## src/scpm_pkg.sv

```systemverilog
package scpm_pkg;

	// register byte offsets
	localparam logic [7:0] OFF_TRIM = 8'h00;
	localparam logic [7:0] OFF_DIV = 8'h04;
	localparam logic [7:0] OFF_CMD = 8'h08;
	localparam logic [7:0] OFF_CSEL = 8'h0C;
	localparam logic [7:0] OFF_WDCTL = 8'h10;
	localparam logic [7:0] OFF_WDRLD = 8'h14;
	localparam logic [7:0] OFF_STAT = 8'h18;

	// field positions
	localparam int CE_BIT = 7;
	localparam int TRIM_RANGE_BIT = 7;
	localparam int WD_RST_EN_BIT = 4;
	localparam int WD_IRQ_EN_BIT = 5;
	localparam int CSEL_COUT_BIT = 6;

	// reset values and the change-enable-only arm pattern
	localparam logic [3:0] DIV_RESET = 4'h0;
	localparam logic [7:0] CSEL_RESET = 8'h00;
	localparam logic [7:0] WDCTL_RESET = 8'h00;
	localparam logic [7:0] CE_ONLY = 8'h80;

	// division field
	localparam logic [3:0] DIV_MAX_CODE = 4'h8;

	// protected-write window, in system clock cycles
	localparam logic [2:0] WIN_CYC = 3'h4;

	// trim capture delay: two synchroniser stages settle first
	localparam logic [1:0] TRIM_LOAD_CYC = 2'h2;

	// clock commands
	localparam logic [3:0] CMD_NONE = 4'h0;
	localparam logic [3:0] CMD_DISABLE = 4'h1;
	localparam logic [3:0] CMD_ENABLE = 4'h2;
	localparam logic [3:0] CMD_AVAIL = 4'h3;
	localparam logic [3:0] CMD_SWITCH = 4'h4;
	localparam logic [3:0] CMD_RECOVER = 4'h5;
	localparam logic [3:0] CMD_WD_AUTO = 4'h6;
	localparam logic [3:0] CMD_CLKOUT = 4'h7;

	// source-select codes of the three external sources (plain defaults)
	localparam logic [3:0] SRC_EXT_CLK = 4'h0;
	localparam logic [3:0] SRC_EXT_LF = 4'h6;
	localparam logic [3:0] SRC_EXT_XTAL = 4'h8;

	// watchdog prescale
	localparam logic [3:0] WD_PRESC_MAX = 4'h9;

	typedef enum logic [1:0] {
		WD_OFF,
		WD_SOFT,
		WD_AUTO
	} scpm_wd_mode_e;

endpackage

```

## src/scpm_top.sv

```systemverilog
`timescale 1ns/1ps

module scpm_top #(
	parameter int WD_BASE_TICKS = 2048,
	parameter int WD_W = 21
) (
	// clock and reset
	input wire logic clk_sys_in,
	input wire logic resetn_in,
	// ahb-lite slave
	input wire logic hsel_in,
	input wire logic [31:0] haddr_in,
	input wire logic [1:0] htrans_in,
	input wire logic hwrite_in,
	input wire logic [2:0] hsize_in,
	input wire logic [31:0] hwdata_in,
	input wire logic hready_in,
	output logic [31:0] hrdata_out,
	output logic hreadyout_out,
	output logic hresp_out,
	// pins and neighbours
	input wire logic [7:0] factory_trim_in,
	input wire logic clock_ready_in,
	input wire logic wdt_osc_tick_in,
	input wire logic reset_cause_wdog_in,
	input wire logic timer_ext_clk_req_in,
	input wire logic timer_ext_lf_req_in,
	// divided clock enables
	output logic clk_cpu_en_out,
	output logic clk_io_en_out,
	output logic clk_adc_en_out,
	output logic clk_flash_en_out,
	// oscillator trim
	output logic trim_range_select_out,
	output logic [6:0] trim_fine_value_out,
	// clock sources
	output logic ext_clk_en_out,
	output logic ext_lf_osc_en_out,
	output logic ext_xtal_en_out,
	output logic clk_out_en_out,
	output logic [3:0] src_cmd_out,
	output logic src_cmd_strobe_out,
	// watchdog
	output logic wd_reset_out,
	output logic wd_timeout_irq_out
);

	// synchronisers for every pin input
	logic [7:0] trim_s1_r, trim_s2_r;
	logic [4:0] pin_s1_r, pin_s2_r;
	logic tick_d_r;
	always_ff @(posedge clk_sys_in or negedge resetn_in) begin
		if (!resetn_in) begin
			trim_s1_r <= 8'h00;
			trim_s2_r <= 8'h00;
			pin_s1_r <= 5'h00;
			pin_s2_r <= 5'h00;
			tick_d_r <= 1'b0;
		end else begin
			trim_s1_r <= factory_trim_in;
			trim_s2_r <= trim_s1_r;
			pin_s1_r <= {timer_ext_lf_req_in, timer_ext_clk_req_in, reset_cause_wdog_in,
				clock_ready_in, wdt_osc_tick_in};
			pin_s2_r <= pin_s1_r;
			tick_d_r <= pin_s2_r[0];
		end
	end
	wire wd_tick = pin_s2_r[0] & ~tick_d_r;
	wire clk_rdy_s = pin_s2_r[1];
	wire watchdog_reset_cause_flag_s = pin_s2_r[2];
	wire tmr_clk_req = pin_s2_r[3];
	wire tmr_lf_req = pin_s2_r[4];

	// ahb-lite: zero wait states, always okay
	logic dp_wr_r, dp_rd_r;
	logic [7:0] dp_addr_r;
	// hsize is ignored: every register is one whole word
	wire ap_valid = hsel_in & htrans_in[1] & hready_in;
	always_ff @(posedge clk_sys_in or negedge resetn_in) begin
		if (!resetn_in) begin
			dp_wr_r <= 1'b0;
			dp_rd_r <= 1'b0;
			dp_addr_r <= 8'h00;
		end else begin
			dp_wr_r <= ap_valid & hwrite_in;
			dp_rd_r <= ap_valid & ~hwrite_in;
			if (ap_valid) begin
				dp_addr_r <= haddr_in[7:0];
			end
		end
	end
	assign hreadyout_out = 1'b1;
	assign hresp_out = 1'b0;
	wire [7:0] wd8 = hwdata_in[7:0];
	wire wr_trim = dp_wr_r & (dp_addr_r == scpm_pkg::OFF_TRIM);
	wire wr_div = dp_wr_r & (dp_addr_r == scpm_pkg::OFF_DIV);
	wire wr_cmd = dp_wr_r & (dp_addr_r == scpm_pkg::OFF_CMD);
	wire wr_csel = dp_wr_r & (dp_addr_r == scpm_pkg::OFF_CSEL);
	wire wr_wdctl = dp_wr_r & (dp_addr_r == scpm_pkg::OFF_WDCTL);
	wire wr_wdrld = dp_wr_r & (dp_addr_r == scpm_pkg::OFF_WDRLD);

	// oscillator trim, loaded from the factory value once the sync settles
	logic [7:0] trim_r;
	logic [1:0] trim_ld_r;
	wire trim_load = (trim_ld_r == scpm_pkg::TRIM_LOAD_CYC);
	always_ff @(posedge clk_sys_in or negedge resetn_in) begin
		if (!resetn_in) begin
			trim_r <= 8'h00;
			trim_ld_r <= 2'h0;
		end else begin
			if (trim_ld_r != 2'h3) begin
				trim_ld_r <= trim_ld_r + 2'h1;
			end
			if (trim_load) begin
				trim_r <= trim_s2_r;
			end else if (wr_trim) begin
				trim_r <= wd8;
			end
		end
	end
	// the oscillator maps range and fine value; 0x7f sits above 0x80
	assign trim_range_select_out = trim_r[scpm_pkg::TRIM_RANGE_BIT];
	assign trim_fine_value_out = trim_r[6:0];

	// prescaler state, declared ahead of the divider that reads its wrap
	logic [8:0] pre_cnt_r;
	logic [3:0] div_act_r;
	logic pre_tick_r;
	wire [8:0] pre_term = (9'h001 << div_act_r) - 9'h001;
	wire pre_wrap = (pre_cnt_r == pre_term);

	// divider control with timed protected write
	logic [2:0] pce_cnt_r;
	logic [3:0] div_code_r;
	logic div_pend_r;
	wire pce_open = (pce_cnt_r != 3'h0);
	wire div_arm = wr_div & (wd8 == scpm_pkg::CE_ONLY) & ~pce_open;
	wire div_take = wr_div & ~wd8[scpm_pkg::CE_BIT] & pce_open;
	wire div_legal = (wd8[3:0] <= scpm_pkg::DIV_MAX_CODE);
	always_ff @(posedge clk_sys_in or negedge resetn_in) begin
		if (!resetn_in) begin
			pce_cnt_r <= 3'h0;
			div_code_r <= scpm_pkg::DIV_RESET;
			div_pend_r <= 1'b0;
		end else begin
			if (div_arm) begin
				pce_cnt_r <= scpm_pkg::WIN_CYC;
			end else if (div_take) begin
				pce_cnt_r <= 3'h0;
			end else if (pce_open) begin
				pce_cnt_r <= pce_cnt_r - 3'h1;
			end
			// other writes leave the field as is
			if (div_take & div_legal) begin
				div_code_r <= wd8[3:0];
				div_pend_r <= 1'b1;
			end else if (pre_wrap) begin
				div_pend_r <= 1'b0;
			end
		end
	end

	// prescaler: the running factor only changes at a period boundary,
	// so the last old period and the first new one are both whole;
	// an accepted write restarts the count, so the new rate is active one
	// whole old period after it
	wire pre_restart = div_take & div_legal;
	always_ff @(posedge clk_sys_in or negedge resetn_in) begin
		if (!resetn_in) begin
			pre_cnt_r <= 9'h000;
			div_act_r <= scpm_pkg::DIV_RESET;
			pre_tick_r <= 1'b0;
		end else begin
			pre_tick_r <= pre_wrap;
			if (pre_restart) begin
				pre_cnt_r <= 9'h000;
			end else if (pre_wrap) begin
				pre_cnt_r <= 9'h000;
				if (div_pend_r) begin
					div_act_r <= div_code_r;
				end
			end else begin
				pre_cnt_r <= pre_cnt_r + 9'h001;
			end
		end
	end
	assign clk_cpu_en_out = pre_tick_r;
	assign clk_io_en_out = pre_tick_r;
	assign clk_adc_en_out = pre_tick_r;
	assign clk_flash_en_out = pre_tick_r;

	// clock selection; bit 7 is reserved and always reads zero
	logic [7:0] csel_r;
	always_ff @(posedge clk_sys_in or negedge resetn_in) begin
		if (!resetn_in) begin
			csel_r <= scpm_pkg::CSEL_RESET;
		end else if (wr_csel) begin
			csel_r <= {1'b0, wd8[6:0]};
		end
	end

	// clock command register with the same protected write
	logic [2:0] cce_cnt_r;
	logic [3:0] cmd_r;
	logic cmd_stb_r;
	wire cce_open = (cce_cnt_r != 3'h0);
	wire cmd_arm = wr_cmd & (wd8 == scpm_pkg::CE_ONLY) & ~cce_open;
	wire cmd_take = wr_cmd & ~wd8[scpm_pkg::CE_BIT] & cce_open;
	always_ff @(posedge clk_sys_in or negedge resetn_in) begin
		if (!resetn_in) begin
			cce_cnt_r <= 3'h0;
			cmd_r <= scpm_pkg::CMD_NONE;
			cmd_stb_r <= 1'b0;
		end else begin
			// codes 8 to 15 are kept but start nothing
			cmd_stb_r <= cmd_take & ~wd8[3];
			if (cmd_arm) begin
				cce_cnt_r <= scpm_pkg::WIN_CYC;
			end else if (cmd_take) begin
				cce_cnt_r <= 3'h0;
			end else if (cce_open) begin
				cce_cnt_r <= cce_cnt_r - 3'h1;
			end
			if (cmd_take) begin
				cmd_r <= wd8[3:0];
			end
		end
	end
	wire cmd_go = cmd_stb_r;
	wire is_en = cmd_go & (cmd_r == scpm_pkg::CMD_ENABLE);
	wire is_dis = cmd_go & (cmd_r == scpm_pkg::CMD_DISABLE);
	wire is_auto = cmd_go & (cmd_r == scpm_pkg::CMD_WD_AUTO);
	wire is_cout = cmd_go & (cmd_r == scpm_pkg::CMD_CLKOUT);
	assign src_cmd_out = cmd_r;
	assign src_cmd_strobe_out = cmd_go;

	// external source enables
	logic [2:0] ext_sel_r;
	logic [2:0] ext_en_r;
	logic cout_r;
	wire [3:0] cs = csel_r[3:0];
	wire [2:0] cs_hit = {cs == scpm_pkg::SRC_EXT_XTAL, cs == scpm_pkg::SRC_EXT_LF,
		cs == scpm_pkg::SRC_EXT_CLK};
	wire [2:0] ext_req = ext_sel_r | {1'b0, tmr_lf_req, tmr_clk_req};
	wire [2:0] ext_one;
	// fixed priority: two timer requests never enable two sources
	assign ext_one[0] = ext_req[0];
	assign ext_one[1] = ext_req[1] & ~ext_req[0];
	assign ext_one[2] = ext_req[2] & ~ext_req[1] & ~ext_req[0];
	always_ff @(posedge clk_sys_in or negedge resetn_in) begin
		if (!resetn_in) begin
			ext_sel_r <= 3'h0;
			ext_en_r <= 3'h0;
			cout_r <= 1'b0;
		end else begin
			ext_en_r <= ext_one;
			if (is_en & (cs_hit != 3'h0)) begin
				ext_sel_r <= cs_hit;
			end else if (is_dis) begin
				ext_sel_r <= ext_sel_r & ~cs_hit;
			end
			if (is_cout) begin
				cout_r <= csel_r[scpm_pkg::CSEL_COUT_BIT];
			end
		end
	end
	assign ext_clk_en_out = ext_en_r[0];
	assign ext_lf_osc_en_out = ext_en_r[1];
	assign ext_xtal_en_out = ext_en_r[2];
	assign clk_out_en_out = cout_r;

	// watchdog
	scpm_pkg::scpm_wd_mode_e wd_mode_r, wd_mode_nxt;
	logic [7:0] wdctl_r;
	logic [WD_W-1:0] wd_cnt_r;
	logic wd_rst_r, wd_irq_r;
	wire wd_auto = (wd_mode_r == scpm_pkg::WD_AUTO);
	// prescale codes above nine saturate at the longest timeout
	wire [3:0] presc = (wdctl_r[3:0] > scpm_pkg::WD_PRESC_MAX) ? scpm_pkg::WD_PRESC_MAX :
		wdctl_r[3:0];
	wire [WD_W-1:0] wd_limit = WD_W'(WD_BASE_TICKS) << presc;
	wire soft_on = wdctl_r[scpm_pkg::WD_RST_EN_BIT] | wdctl_r[scpm_pkg::WD_IRQ_EN_BIT];
	// a tick seen here proves the system clock runs; only valid while it is
	// at least four times the watchdog rate
	wire hw_reload = wd_auto & wd_tick;
	wire sw_reload = wr_wdrld & ~wd_auto;
	wire wd_hit = (wd_mode_r != scpm_pkg::WD_OFF) & wd_tick & (wd_cnt_r >= wd_limit);
	// the auto command's own cycle already blocks the interrupt
	wire irq_block = wd_auto | is_auto;
	always_comb begin
		wd_mode_nxt = wd_mode_r;
		case (wd_mode_r)
			scpm_pkg::WD_OFF: begin
				if (is_auto) begin
					wd_mode_nxt = scpm_pkg::WD_AUTO;
				end else if (soft_on) begin
					wd_mode_nxt = scpm_pkg::WD_SOFT;
				end
			end
			scpm_pkg::WD_SOFT: begin
				if (is_auto) begin
					wd_mode_nxt = scpm_pkg::WD_AUTO;
				end else if (!soft_on) begin
					wd_mode_nxt = scpm_pkg::WD_OFF;
				end
			end
			scpm_pkg::WD_AUTO: begin
				wd_mode_nxt = scpm_pkg::WD_AUTO;
			end
			default: begin
				wd_mode_nxt = scpm_pkg::WD_OFF;
			end
		endcase
	end
	always_ff @(posedge clk_sys_in or negedge resetn_in) begin
		if (!resetn_in) begin
			wd_mode_r <= scpm_pkg::WD_OFF;
			wdctl_r <= scpm_pkg::WDCTL_RESET;
			wd_cnt_r <= '0;
			wd_rst_r <= 1'b0;
			wd_irq_r <= 1'b0;
		end else begin
			wd_mode_r <= wd_mode_nxt;
			if (wr_wdctl) begin
				wdctl_r <= {2'h0, wd8[5:0]};
			end
			if (sw_reload | hw_reload | wd_hit | (wd_mode_r == scpm_pkg::WD_OFF)) begin
				wd_cnt_r <= '0;
			end else if (wd_tick) begin
				wd_cnt_r <= wd_cnt_r + WD_W'(1);
			end
			wd_rst_r <= wd_hit & (wd_auto | wdctl_r[scpm_pkg::WD_RST_EN_BIT]);
			wd_irq_r <= wd_hit & ~irq_block & wdctl_r[scpm_pkg::WD_IRQ_EN_BIT];
		end
	end
	assign wd_reset_out = wd_rst_r;
	assign wd_timeout_irq_out = wd_irq_r;

	// read-back; the prescaler count stays hidden
	wire [7:0] rd_div = {pce_open, 3'h0, div_code_r};
	wire [7:0] rd_cmd = {cce_open, 2'h0, clk_rdy_s, cmd_r};
	wire [7:0] rd_stat = {5'h00, clk_rdy_s, wd_auto, watchdog_reset_cause_flag_s};
	// unmapped offsets read zero
	wire [7:0] rd_sel = (dp_addr_r == scpm_pkg::OFF_TRIM) ? trim_r :
		(dp_addr_r == scpm_pkg::OFF_DIV) ? rd_div :
		(dp_addr_r == scpm_pkg::OFF_CMD) ? rd_cmd :
		(dp_addr_r == scpm_pkg::OFF_CSEL) ? csel_r :
		(dp_addr_r == scpm_pkg::OFF_WDCTL) ? {wd_auto, 1'b0, wdctl_r[5:0]} :
		(dp_addr_r == scpm_pkg::OFF_STAT) ? rd_stat : 8'h00;
	assign hrdata_out = dp_rd_r ? {24'h00_0000, rd_sel} : 32'h0000_0000;

endmodule

```

## config.mk

```make
export PLATFORM = sky130hd
export DESIGN_NAME = scpm_top
export DESIGN_NICKNAME = d
export VERILOG_FILES = /design/src/scpm_pkg.sv /design/src/scpm_top.sv
export SDC_FILE = /design/constraint.sdc
export NUM_CORES = 1
export LEC_CHECK = 0
export BUFFER_PORTS_ARGS = -buffer_cell sky130_fd_sc_hd__buf_4
export CAP_MARGIN = 20
export CORE_UTILIZATION = 50
export DETAILED_ROUTE_END_ITERATION = 16
export PLACE_DENSITY = 0.75
export SLEW_MARGIN = 10
export SYNTH_ARGS = -nofsm -noshare
export SYNTH_HDL_FRONTEND = slang
export SYNTH_SLANG_ARGS = --single-unit
```

## constraint.sdc

```tcl
create_clock -name clk_sys_in -period 8.3 [get_ports clk_sys_in]
set_input_delay 0 -clock clk_sys_in [delete_from_list [all_inputs] [get_ports clk_sys_in]]
set_output_delay 0 -clock clk_sys_in [all_outputs]
set_load 0.03 [all_outputs]
```

# Word-level counts from Yosys, hierarchy flattened

Cells that the tools add are included.

Shift operators: 2
Equal/unequal tests: 20
Add/subtract/negate cells: 6
Reduce and logical (&&, ||, !) cells: 15
Muxes and demuxes: 29
Magnitude comparators: 3
Bitwise operators: 56

Operator list:

| cell                                                                 | count |
|---|---|
| 8-bit 2-to-1 mux                                                     | 8 |
| 21-bit 2-to-1 mux                                                    | 2 |
| 1-bit bitwise AND                                                    | 36 |
| 3-bit 2-to-1 mux                                                     | 9 |
| 8-bit by 5-bit == test with 1-bit output (second input constant)     | 3 |
| 21-bit by 1-bit adder with 21-bit output (second input constant)     | 1 |
| 21-bit >= comparator                                                 | 1 |
| 12-bit by 4-bit << shifter with 21-bit output (first input constant) | 1 |
| 9-bit 2-to-1 mux                                                     | 2 |
| 8-bit by 4-bit == test with 1-bit output (second input constant)     | 2 |
| 3-bit nonzero test                                                   | 5 |
| 4-bit by 3-bit == test with 1-bit output (second input constant)     | 3 |
| 1-bit NOT                                                            | 11 |
| 2-bit nonzero test                                                   | 5 |
| 9-bit by 1-bit adder with 9-bit output (second input constant)       | 1 |
| 9-bit == test                                                        | 1 |
| 1-bit by 4-bit << shifter with 9-bit output (first input constant)   | 1 |
| 9-bit by 1-bit subtractor with 9-bit output (second input constant)  | 1 |
| 8-bit by 3-bit == test with 1-bit output (second input constant)     | 1 |
| 8-bit == test (second input constant)                                | 1 |
| 8-bit logical NOT                                                    | 1 |
| 2-bit 2-to-1 mux                                                     | 4 |
| 3-bit != test (second input constant)                                | 2 |
| 1-bit bitwise OR                                                     | 6 |
| 20 further kinds                                                     | 23 |

Input bits: 87
Flip-flop bits (word level): 122
Logic and storage cells: 159
Output and inout bits: 57

# Longest topological paths before layout

Gate-level depths: netlist (run 1).

Depth after elaboration: 8
Mapped depth: 11

# Least setup slack after synthesis (run 1)

No wires, ideal clock.

Path type: register -> register
From: register div_act_r[3]
To: register div_act_r[1]
Arrival time: 2.944 ns
Data required time: 8.172 ns
Clock period less this slack: 3.071 ns
Cell stages (with the launch flop): 11
Setup slack: 5.229 ns
Cell sequence: dfrtp_1 > buf_6 > or4_1 > ha_1 > clkbuf_1 > and2_1 > o2111a_1 > a211oi_1 > nor4_4 > nand3_2 > mux2_1

Word-level cells in the longest chain between the ends: 4

RTL lines:

| item                                        | line            | RTL |
|---|---|---|
| from (decl)                                 | scpm_top.sv:127 | `logic [3:0] div_act_r;` |
| from (signal assigned)                      | scpm_top.sv:171 | `div_act_r <= scpm_pkg::DIV_RESET;` |
| from (signal assigned)                      | scpm_top.sv:180 | `div_act_r <= div_code_r;` |
| 1-bit by 4-bit << shifter with 9-bit output | scpm_top.sv:129 | `wire [8:0] pre_term = (9'h001 << div_act_r) - 9'h001;` |
| 9-bit by 1-bit subtractor with 9-bit output | scpm_top.sv:129 |  |
| 9-bit == test                               | scpm_top.sv:130 | `wire pre_wrap = (pre_cnt_r == pre_term);` |
| 3-bit AND reduction (no source line)        | n/a             |  |

Every way passes these cells.
A chain may end at the register's enable or synchronous reset.

# Final worst setup path (run 1)

From: register div_act_r[3]
To: register div_act_r[0]

Same word-level chain as after synthesis.

==> results of run 1 <==
==> per-layer routing <==
| metal | up-vias | global-route usage (%) |
|---|---|---|
| met2 | 168 | 40.5 |
| met3 | 33 | 6.16 |
| met1 | 2357 | 27.4 |
| met4 | 0 | 9.91 |
| li1 | 2245 | - |
| met5 | - | 0 |
==> synthesized netlist by cell type (4+ instances only) <==
master	count
dfrtp_1	122
nand2_1	49
a21oi_1	36
nor2_1	35
o21ai_0	31
buf_4	29
mux2_2	29
inv_1	23
nand3_1	23
ha_1	20
xor2_1	20
clkbuf_1	14
nor2b_1	14
xnor2_1	14
nor3_1	12
mux2i_1	10
nand4_1	9
and3_1	8
and2_1	7
nor4_1	6
a21o_1	5
a31oi_1	4
mux2_1	4
o21bai_1	4
==> kinds of logic (layout without fill, tap and decap cells) <==
family | after synthesis | after routing
xor gates and xnor gates | 34 | 34
AOI/OAI and AO/OA | 116 | 116
other | 2 | 26
DFF | 122 | 122
buffers and inverters | 71 | 155
and+or+nand+nor | 186 | 186
muxes | 43 | 43
adders and majority gates | 20 | 20
==> worst paths after layout <==
path,start,endpoint,cells after the start,slack [ps]
min reg2reg,pin_s1_r[0],pin_s2_r[0],0,350
max,div_act_r[3],div_act_r[0],8,4710
min,htrans_in[1],dp_wr_r,3,100
max in group asynchronous,resetn_in,wd_cnt_r[18],3,6840
max reg2reg,div_act_r[3],div_act_r[0],8,4710
min in group asynchronous,resetn_in,ext_sel_r[1],2,170
==> power by group <==
group | internal, mW | switching (mW) | leakage (nW)
sequential | 0.641 | 0.0406 | 1.54
clock | 0.461 | 0.270 | 0.291
combinational | 0.0970 | 0.135 | 1.68
total | 1.20 | 0.445 | 3.50
==> worst max-delay path, stage by stage (launching register included) <==
cell,delay (ps)
dfrtp_1,570
or4_1,640
ha_1,380
nor3b_1,290
o21ai_0,130
a221oi_1,810
nor4_4,110
nand3_2,160
mux2_1,350
==> flip-flops by register name (all words and copies together), names as in the netlist, 2 cells and up <==
register     count
cce_cnt_r        3
csel_r           7
div_act_r        4
div_code_r       4
dp_addr_r        8
ext_en_r         3
ext_sel_r        3
pce_cnt_r        3
pin_s1_r         5
pin_s2_r         5
pre_cnt_r        9
src_cmd_out      4
trim_ld_r        2
trim_r           8
trim_s1_r        8
trim_s2_r        8
wd_cnt_r        21
wd_mode_r        2
wdctl_r          6
==> cell type report <==
type,count,share of cell area [%]
clock buffers,20,5.98
multi-input cells,425,37.4
well taps,168,2.75
repair buffers,100,10.9
flip-flops and latches,122,40.0
clock inverters,12,1.82
inverters,23,1.13
==> stage by stage <==
stage | std cells | area [um^2] | hold slack, ps | worst slack (ps) | power, mW
finish | 870 | 7630 | 97.6 | 4710 | 1.64
global route | 870 | 7630 | 157 | 4470 | 1.71
CTS | 870 | 7630 | 97.2 | 4640 | 1.65
detailed placement | 806 | 6720 | 88.2 | 4700 | 0.905
global placement | 806 | 6720 | 65.4 | 4940 | 0.890
floorplan | 618 | 6300 | -296 | 5230 | 0.840
==> repair_timing <==
action                    4_1_cts  5_1_grt
hold endpoints to repair      107        0
hold buffers                   32        0
resized for setup               0        0
==> flow_metrics.py, run 1 <==
metrics = {
    "routing": {
        "wl_met1_mm": 5.77,
        "drt-initial-drc-count": 175,
        "top_layer_used": "met4",
        "via_per_inst": 5.52,
        "wl_met2_mm": 7.17,
        "dr_total_vias": 4803,
        "drt_wl_total_mm": 13.9,
        "wl_per_cell_um": 16.0,
        "drc_errors": 0,
        "ant_nets": 0,
        "first_pass_iters": 5,
        "dr_wl_met3_um": 638,
    },
    "timing": {
        "max_slew_margin_pct": 36.7,
        "setup_viol": 0,
        "period_minus_slack_ps": 3590,
        "hold_viol": 0,
        "max_freq_ghz": 0.279,
        "maxSlewViolCount": 0,
        "min_period_over_period_pct": 43.2,
        "fin_setup_tns_ps": 0,
        "skew_ps": 7.56,
        "tightest_slew_ps": 949,
        "grt_setup_unrepaired": "false",
    },
    "placed_design": {
        "detailedPlacementHpwl_mm": 9.31,
        "io_buffers": 65,
        "gp_congestion": 0.873,
    },
    "outcome": {
        "status": "finished, final reports clean",
    },
    "power_and_ir_drop": {
        "p_per_area_nw_per_um2": 215,
        "p_leak_nw": 3.50,
        "max-vdd-ir-drop_v": 0.000270,
    },
    "cells_and_area": {
        "nFillCells": 874,
        "nNetsFinal": 796,
        "final_core_util_pct": 63.3,
        "diodes": 0,
        "layout_commonest_cell": "dfrtp_1",
        "layout_common_cells": "dfrtp_1 (122), buf_4 (68), nand2_1 (49)",
        "regArea_um2": 3050,
        "area_delta_synth_final_pct": 22.9,
        "final_layout_size_suffix_gt1_share_pct": 19.8,
        "multi_input_area_um2": 2860,
    },
    "synthesis": {
        "synth_edf_count": 0,
        "netlist_top_cells_area": "dfrtp_1 (49%), mux2_2 (5.3%), ha_1 (4.0%), buf_4 (3.5%), nand2_1 (3.0%)",
        "synth-seq-cells": 122,
        "synth_top_area_cell": "dfrtp_1",
        "synth.top_cell.area_share_pct": 49.2,
        "synth_xor_xnor_area_share_pct": 4.79,
        "synth_compound_area_share_pct": 12.2,
        "synth_area_um2": 6210,
        "avgSynthCellArea_um2": 10.5,
        "seq_area_frac_synth_pct": 49.2,
        "synth_cells": 594,
        "async_flop_share_pct": 100,
        "synthAdderAreaFrac_pct": 4.03,
        "synth_ff_type": "dfrtp_1",
        "synthSimpleGateAreaFrac_pct": 15.8,
        "ys_warn_count": 0,
        "synth.area.mux_share_pct": 7.59,
        "synth_cell_types": 65,
        "synth_top_family_by_area": "simple AND/OR/NAND/NOR gates",
    },
    "clock_tree": {
        "cts_tree": "yes",
        "clkSinkCount": 122,
        "clk_latency_ps": 410,
        "clk_path_buf_depth": 2,
        "cts.htree.levels": 4,
        "clk_pin_slew_worst_paths_ps": 60,
        "numCtsBuffers": 17,
        "post-cts-setup-buffers": 0,
        "root_buffer": "clkbuf_16",
    },
    "setup_path": {
        "crit_arrival_ps": 3870,
        "required_ps": 8590,
        "path_class": "reg -> reg",
        "worst_setup_path_start_kind": "register",
        "crit_path_end_kind": "register",
        "crit_fanout": 17,
    },
    "floorplanning": {
        "die_area_um2": 12900,
        "io_pins": 144,
        "coreArea_um2": 12100,
        "die_h_um": 113,
        "initial_core_util_pct": 51.5,
        "num_rows": 40,
        "die_x_um": 113,
    },
    "flow_run": {
        "maxCapViolCount": 0,
    },
    "grt": {
        "grt_start_max_net_pins": 68,
        "grt_overflow": 0,
        "track_usage_pct": 23.3,
        "grt_pass1_wl_mm": 23.4,
        "grt_pass1_vias": 4868,
        "grt_antenna_before_repair": 0,
    },
    "min_path": {
        "min_path_type": "in -> reg",
    },
}
(Power assumes the default switching activity.)
==> run 2, diff against run 1 <==
--- a/config.mk
+++ b/config.mk
@@ -7,9 +7,9 @@
 export LEC_CHECK = 0
 export BUFFER_PORTS_ARGS = -buffer_cell sky130_fd_sc_hd__buf_4
 export CAP_MARGIN = 20
-export CORE_UTILIZATION = 50
+export CORE_UTILIZATION = 49
 export DETAILED_ROUTE_END_ITERATION = 16
-export PLACE_DENSITY = 0.75
+export PLACE_DENSITY = 0.77
 export SLEW_MARGIN = 10
 export SYNTH_ARGS = -nofsm -noshare
 export SYNTH_HDL_FRONTEND = slang
==> constraint.sdc (replaced) <==
create_clock -name clk_sys_in -period 3.15 [get_ports clk_sys_in]
set_input_delay 0 -clock clk_sys_in [delete_from_list [all_inputs] [get_ports clk_sys_in]]
set_output_delay 0 -clock clk_sys_in [all_outputs]
set_load 0.03 [all_outputs]
==> run 2 against run 1 <==
Sequential power grew to 2.6 times the previous value. Wire length up 2.4%. Global-route usage is 0.14 points higher. Maximum frequency increased by 20%. Sequential share of layout area decreased by 0.40 points. Count of clock-buffer cells in the layout is 2 lower. Highest routed layer unchanged. First-iteration DRC count up 48%. Setup slack worse by 4500 ps. Via count up 1.1%.
==> flow_metrics.py, run 2 (synthesis results as in run 1) <==
metrics = {
    "cells_and_area": {
        "largest_register": "wd_cnt_r",
        "largest_reg_flops": 21,
        "layout_common_cells": "dfrtp_1 (122), buf_4 (79), nand2_1 (49)",
        "final_layout_size_suffix_gt1_share_pct": 21.5,
        "nFillCells": 917,
        "layout_commonest_cell": "dfrtp_1",
        "nNetsFinal": 808,
        "area_delta_synth_final_pct": 24.1,
        "reg_top3": "wd_cnt_r (21), pre_cnt_r (9)",
        "diodes": 0,
    },
    "routing": {
        "wl_met1_mm": 5.82,
        "drt_wl_total_mm": 14.2,
        "drt-initial-drc-count": 259,
        "dr_wl_met3_um": 680,
        "wl_met2_mm": 7.39,
        "drc_errors": 0,
        "dr_total_vias": 4857,
        "ant_nets": 0,
        "top_layer_used": "met4",
        "wl_per_cell_um": 16.1,
        "via_per_inst": 5.51,
        "first_pass_iters": 4,
    },
    "setup_path": {
        "crit_fanout": 4,
        "worst_setup_path_start_kind": "register",
        "reg2reg_depth": 8,
        "critPathLaunch": "div_act_r[3]",
        "r2r_start": "div_act_r[3]",
        "crit_path_end_kind": "register",
        "crit_arrival_ps": 3260,
        "r2r_slack_ps": 170,
        "r2r-end": "div_act_r[2]",
        "path_class": "reg -> reg",
        "required_ps": 3430,
    },
    "timing": {
        "maxSlewViolCount": 0,
        "max_slew_margin_pct": 39.8,
        "fin_ws_ps": 172,
        "setup_viol": 0,
        "min_period_over_period_pct": 94.6,
        "hold_viol": 0,
        "fin_setup_tns_ps": 0,
        "period_minus_slack_ps": 2980,
        "skew_ps": 14.1,
        "tightest_slew_ps": 903,
        "max_freq_ghz": 0.336,
        "grt_setup_unrepaired": "false",
    },
    "floorplanning": {
        "die_area_um2": 13100,
        "die_h_um": 115,
        "io_pins": 144,
        "die_x_um": 115,
        "coreArea_um2": 12200,
        "num_rows": 40,
        "initial_core_util_pct": 51.1,
    },
    "placed_design": {
        "io_buffers": 65,
        "detailedPlacementHpwl_mm": 9.32,
        "preCtsSetupSlack_ps": 74.2,
        "gp_congestion": 0.878,
    },
    "min_path": {
        "min_path_cells": 3,
        "hp-start": "htrans_in[1]",
        "min_path_type": "in -> reg",
        "worstHoldEndpoint": "dp_wr_r",
    },
    "flow_run": {
        "maxCapViolCount": 0,
    },
    "clock_tree": {
        "root_buffer": "clkbuf_16",
        "clk_latency_ps": 410,
        "clkSinkCount": 122,
        "numCtsBuffers": 17,
        "clk_path_buf_depth": 2,
        "cts_tree": "yes",
        "clk_pin_slew_worst_paths_ps": 60,
        "cts.htree.levels": 4,
        "post-cts-setup-buffers": 0,
    },
    "grt": {
        "grt_pass1_wl_mm": 23.9,
        "grt_start_max_net_pins": 72,
        "grt_overflow": 0,
        "track_usage_pct": 23.5,
        "grt_pass1_vias": 4986,
        "grt_antenna_before_repair": 0,
    },
    "power_and_ir_drop": {
        "p_per_area_nw_per_um2": 553,
        "max-vdd-ir-drop_v": 0.000438,
        "p_leak_nw": 3.54,
    },
    "outcome": {
        "status": "finished, final reports clean",
    },
}
[run 2: cell types whose count changed in the layout (fill, tap and decap cells not counted), sizes merged]
| cell | previous run | this run |
|---|---|---|
| buf | 68 | 80 |
| clkinvlp | 1 | 5 |
| clkbuf | 20 | 18 |
| clkinv | 6 | 4 |
| bufinv | 2 | 1 |
[run 2: area by class of cell]
class	instances	area (um^2)	area share [%]
clock buffers	18	439	5.70
well taps	168	210	2.73
inverters	23	86.3	1.12
repair buffers	112	933	12.1
clock inverters	13	121	1.57
multi-input cells	425	2860	37.2
flip-flops and latches	122	3050	39.6
[run 2: worst max path at each step]
stage	to	cells after the start
after global routing	div_act_r[0]	8
final	div_act_r[2]	8
after detailed placement	div_act_r[2]	8
after CTS	div_act_r[2]	8
after floorplan	div_act_r[1]	10
after global placement	div_act_r[0]	8
[run 2: metrics by stage]
step	cells	hold slack, ps	util, %	instance area (um^2)	total power [mW]
6_report	881	162	63.4	7710	4.26
2_1_floorplan	618	-296	-	6300	2.21
4_1_cts	881	142	63.3	7700	4.27
3_3_place_gp	818	109	56.1	6820	2.36
5_1_grt	881	209	63.4	7710	4.42
3_5_place_dp	818	110	56.1	6820	2.40
[run 2: repair_timing]
action | 4_1_cts | 5_1_grt
resized for setup | 0 | 2
setup endpoints to repair | 0 | 4
endpoints found under the hold margin | 122 | 0
hold buffers | 32 | 0
[run 2: critical path: stages, from the launching register on]
cell      delay [ps]
dfrtp_1          370
or4_1            560
ha_2             350
xor2_1           130
o211ai_1         100
or4_4            570
nor4_4           280
nand3_2          160
mux2_1           340
[run 2: layer usage]
metal | up-vias | track usage, %
li1 | 2259 | -
met1 | 2391 | 27.7
met2 | 173 | 41.4
met3 | 34 | 5.29
met4 | 0 | 9.70
met5 | - | 0
[run 2: power breakdown]
group          internal (mW)  switching [mW]  total, mW
clock network           1.11           0.727       1.83
logic                  0.266           0.372      0.638
registers               1.69           0.100       1.79
total                   3.06            1.20       4.26
==> run 3, diff against run 2 <==
--- a/config.mk
+++ b/config.mk
@@ -7,9 +7,8 @@
 export LEC_CHECK = 0
 export BUFFER_PORTS_ARGS = -buffer_cell sky130_fd_sc_hd__buf_4
 export CAP_MARGIN = 20
-export CORE_UTILIZATION = 49
+export CORE_UTILIZATION = 24
 export DETAILED_ROUTE_END_ITERATION = 16
-export PLACE_DENSITY = 0.77
 export SLEW_MARGIN = 10
 export SYNTH_ARGS = -nofsm -noshare
 export SYNTH_HDL_FRONTEND = slang
==> constraint.sdc (replaced) <==
create_clock -name clk_sys_in -period 3.3 [get_ports clk_sys_in]
set_input_delay 0 -clock clk_sys_in [delete_from_list [all_inputs] [get_ports clk_sys_in]]
set_output_delay 0 -clock clk_sys_in [all_outputs]
set_load 0.03 [all_outputs]
==> run 3 against run 2 <==
Final cell count rose by 19%. Hold slack got worse by 29 ps. Die area rose by 100%. Critical path type unchanged. Largest cell class unchanged. Highest routed layer unchanged.
==> flow_metrics.py, run 3 (synthesis results as in run 1) <==
metrics = {
    "outcome": {
        "status": "finished, final reports clean",
    },
    "cells_and_area": {
        "layout_commonest_cell": "dfrtp_1",
        "final_core_util_pct": 31.6,
        "layout_common_cells": "dfrtp_1 (122), buf_4 (81), nand2_1 (49)",
        "stdcell_count": 1046,
        "final_area_um2": 7980,
        "nNetsFinal": 810,
        "area_delta_synth_final_pct": 28.4,
        "reg_top3": "wd_cnt_r (21), pre_cnt_r (9)",
        "largest_register": "wd_cnt_r",
        "largest_reg_flops": 21,
        "diodes": 0,
        "final_layout_size_suffix_gt1_share_pct": 21.2,
    },
    "clock_tree": {
        "cts_tree": "yes",
        "post-cts-setup-buffers": 0,
        "clk_path_buf_depth": 2,
        "clk_pin_slew_worst_paths_ps": 60,
        "clk_latency_ps": 420,
        "cts.htree.levels": 4,
        "clkSinkCount": 122,
        "root_buffer": "clkbuf_16",
        "numCtsBuffers": 17,
    },
    "grt": {
        "grt_overflow": 0,
        "use_met1_pct": 14.3,
        "grt_pass1_vias": 4577,
        "grt_antenna_before_repair": 0,
        "grt.busiest_layer": "met2",
        "grt_start_max_net_pins": 69,
        "met2_usage_pct": 18.2,
        "use_met3_pct": 2.14,
        "track_usage_pct": 11.2,
        "grt_pass1_wl_mm": 23.3,
    },
    "routing": {
        "drt_wl_total_mm": 13.7,
        "first_pass_iters": 4,
        "dr_total_vias": 4644,
        "drt-initial-drc-count": 267,
        "ant_nets": 0,
        "wl_per_cell_um": 13.1,
        "drc_errors": 0,
        "via_per_inst": 4.44,
    },
    "floorplanning": {
        "die_x_um": 163,
        "die_area_um2": 26500,
        "initial_core_util_pct": 24.6,
        "num_rows": 58,
        "io_pins": 144,
        "die_h_um": 163,
        "coreArea_um2": 25300,
    },
    "timing": {
        "hold_viol": 0,
        "max_slew_margin_pct": 52.3,
        "grt_setup_unrepaired": "false",
        "tightest_slew_ps": 716,
        "max_freq_ghz": 0.328,
        "maxSlewViolCount": 0,
        "fin_setup_tns_ps": 0,
        "period_minus_slack_ps": 3050,
        "min_period_over_period_pct": 92.4,
        "skew_ps": 9.88,
        "setup_viol": 0,
    },
    "placed_design": {
        "io_buffers": 65,
        "place_area_um2": 7040,
        "detailedPlacementHpwl_mm": 9.64,
        "gp_congestion": 0.802,
        "place_inst": 982,
    },
    "setup_path": {
        "crit_arrival_ps": 3340,
        "crit_path_end_kind": "register",
        "cp_slowest_stage_delay_ps": 580,
        "cp_common_cell": "xnor2_1",
        "worst_setup_path_start_kind": "register",
        "cpMaxStageDelayCell": "or4_4",
        "crit_fanout": 7,
        "cp_top_family": "simple AND/OR/NAND/NOR gates",
        "path_class": "reg -> reg",
        "required_ps": 3600,
        "crit_chain": "or4_1 > ha_1 > xnor2_1 > xnor2_1 > or4_4 > nor4_4 > nand3_2 > mux2_1",
        "cp.buffers_inverters": 0,
        "r2r_slack_ps": 250,
        "r2r_start": "div_act_r[3]",
        "r2r-end": "div_act_r[2]",
        "reg2reg_depth": 8,
    },
    "power_and_ir_drop": {
        "p_per_area_nw_per_um2": 529,
        "max-vdd-ir-drop_v": 0.000311,
        "p_leak_nw": 3.59,
    },
    "min_path": {
        "hp-start": "htrans_in[1]",
        "worstHoldEndpoint": "dp_rd_r",
        "min_path_cells": 3,
        "min_path_type": "in -> reg",
    },
    "flow_run": {
        "maxCapViolCount": 0,
    },
}
run 3: cell count changes in the layout (fill, tap and decap cells not counted), sizes merged:
cell | before | now
clkinvlp | 5 | 0
clkbuf | 18 | 21
buf | 80 | 82
bufinv | 1 | 3
inv | 26 | 27
run 3: worst max path at each step:
| stage | cells past startpoint | end | from |
|---|---|---|---|
| after floorplan | 10 | div_act_r[1] | div_act_r[3] |
| after global placement | 8 | div_act_r[0] | div_act_r[3] |
| after detailed placement | 8 | div_act_r[2] | div_act_r[3] |
| after CTS | 8 | div_act_r[2] | div_act_r[3] |
| after global routing | 8 | div_act_r[2] | div_act_r[3] |
| final | 8 | div_act_r[2] | div_act_r[3] |
run 3: stage by stage:
step | hold WS [ps] | setup slack, ps | total power, mW
after floorplan | -296 | 229 | 2.11
after global placement | 96.6 | 290 | 2.27
after detailed placement | 103 | 253 | 2.29
after CTS | 140 | 224 | 4.27
after global routing | 180 | 133 | 4.44
final | 133 | 251 | 4.22
run 3: report_power, final:
group          internal (mW)  switching [mW]
logic                  0.255           0.337
clock network           1.24           0.691
registers               1.61          0.0880
run 3: worst register-to-register path: cells and delay by family, from the launching register on:
kind | cells | cell delay (ps)
fa+ha+maj | 1 | 310
mux | 1 | 350
flops | 1 | 370
xor+xnor | 2 | 290
simple gates | 4 | 1600
run 3: timing repair:
| item | in CTS | in global routing |
|---|---|---|
| hold endpoints to repair | 108 | 0 |
| gates resized for setup | 0 | 0 |
| hold buffers | 32 | 0 |
| endpoints found under the setup margin | 0 | 0 |
run 3: area by class of cell:
type                       instances  area (um^2)
clock inverter                    11          160
clock buffer                      21          460
timing repair buffer             114          948
tap                              330          413
inverter                          23         86.3
multi-input combinational        425         2860
sequential                       122         3050
fill                            2626        17300
run 3: metal layers:
metal	vias up	share of wire (%)	wire length [um]
li1	2270	-	-
met1	2257	46	6320
met2	99	49	6680
met3	18	3.3	447
met4	0	1.8	253
met5	-	0	0
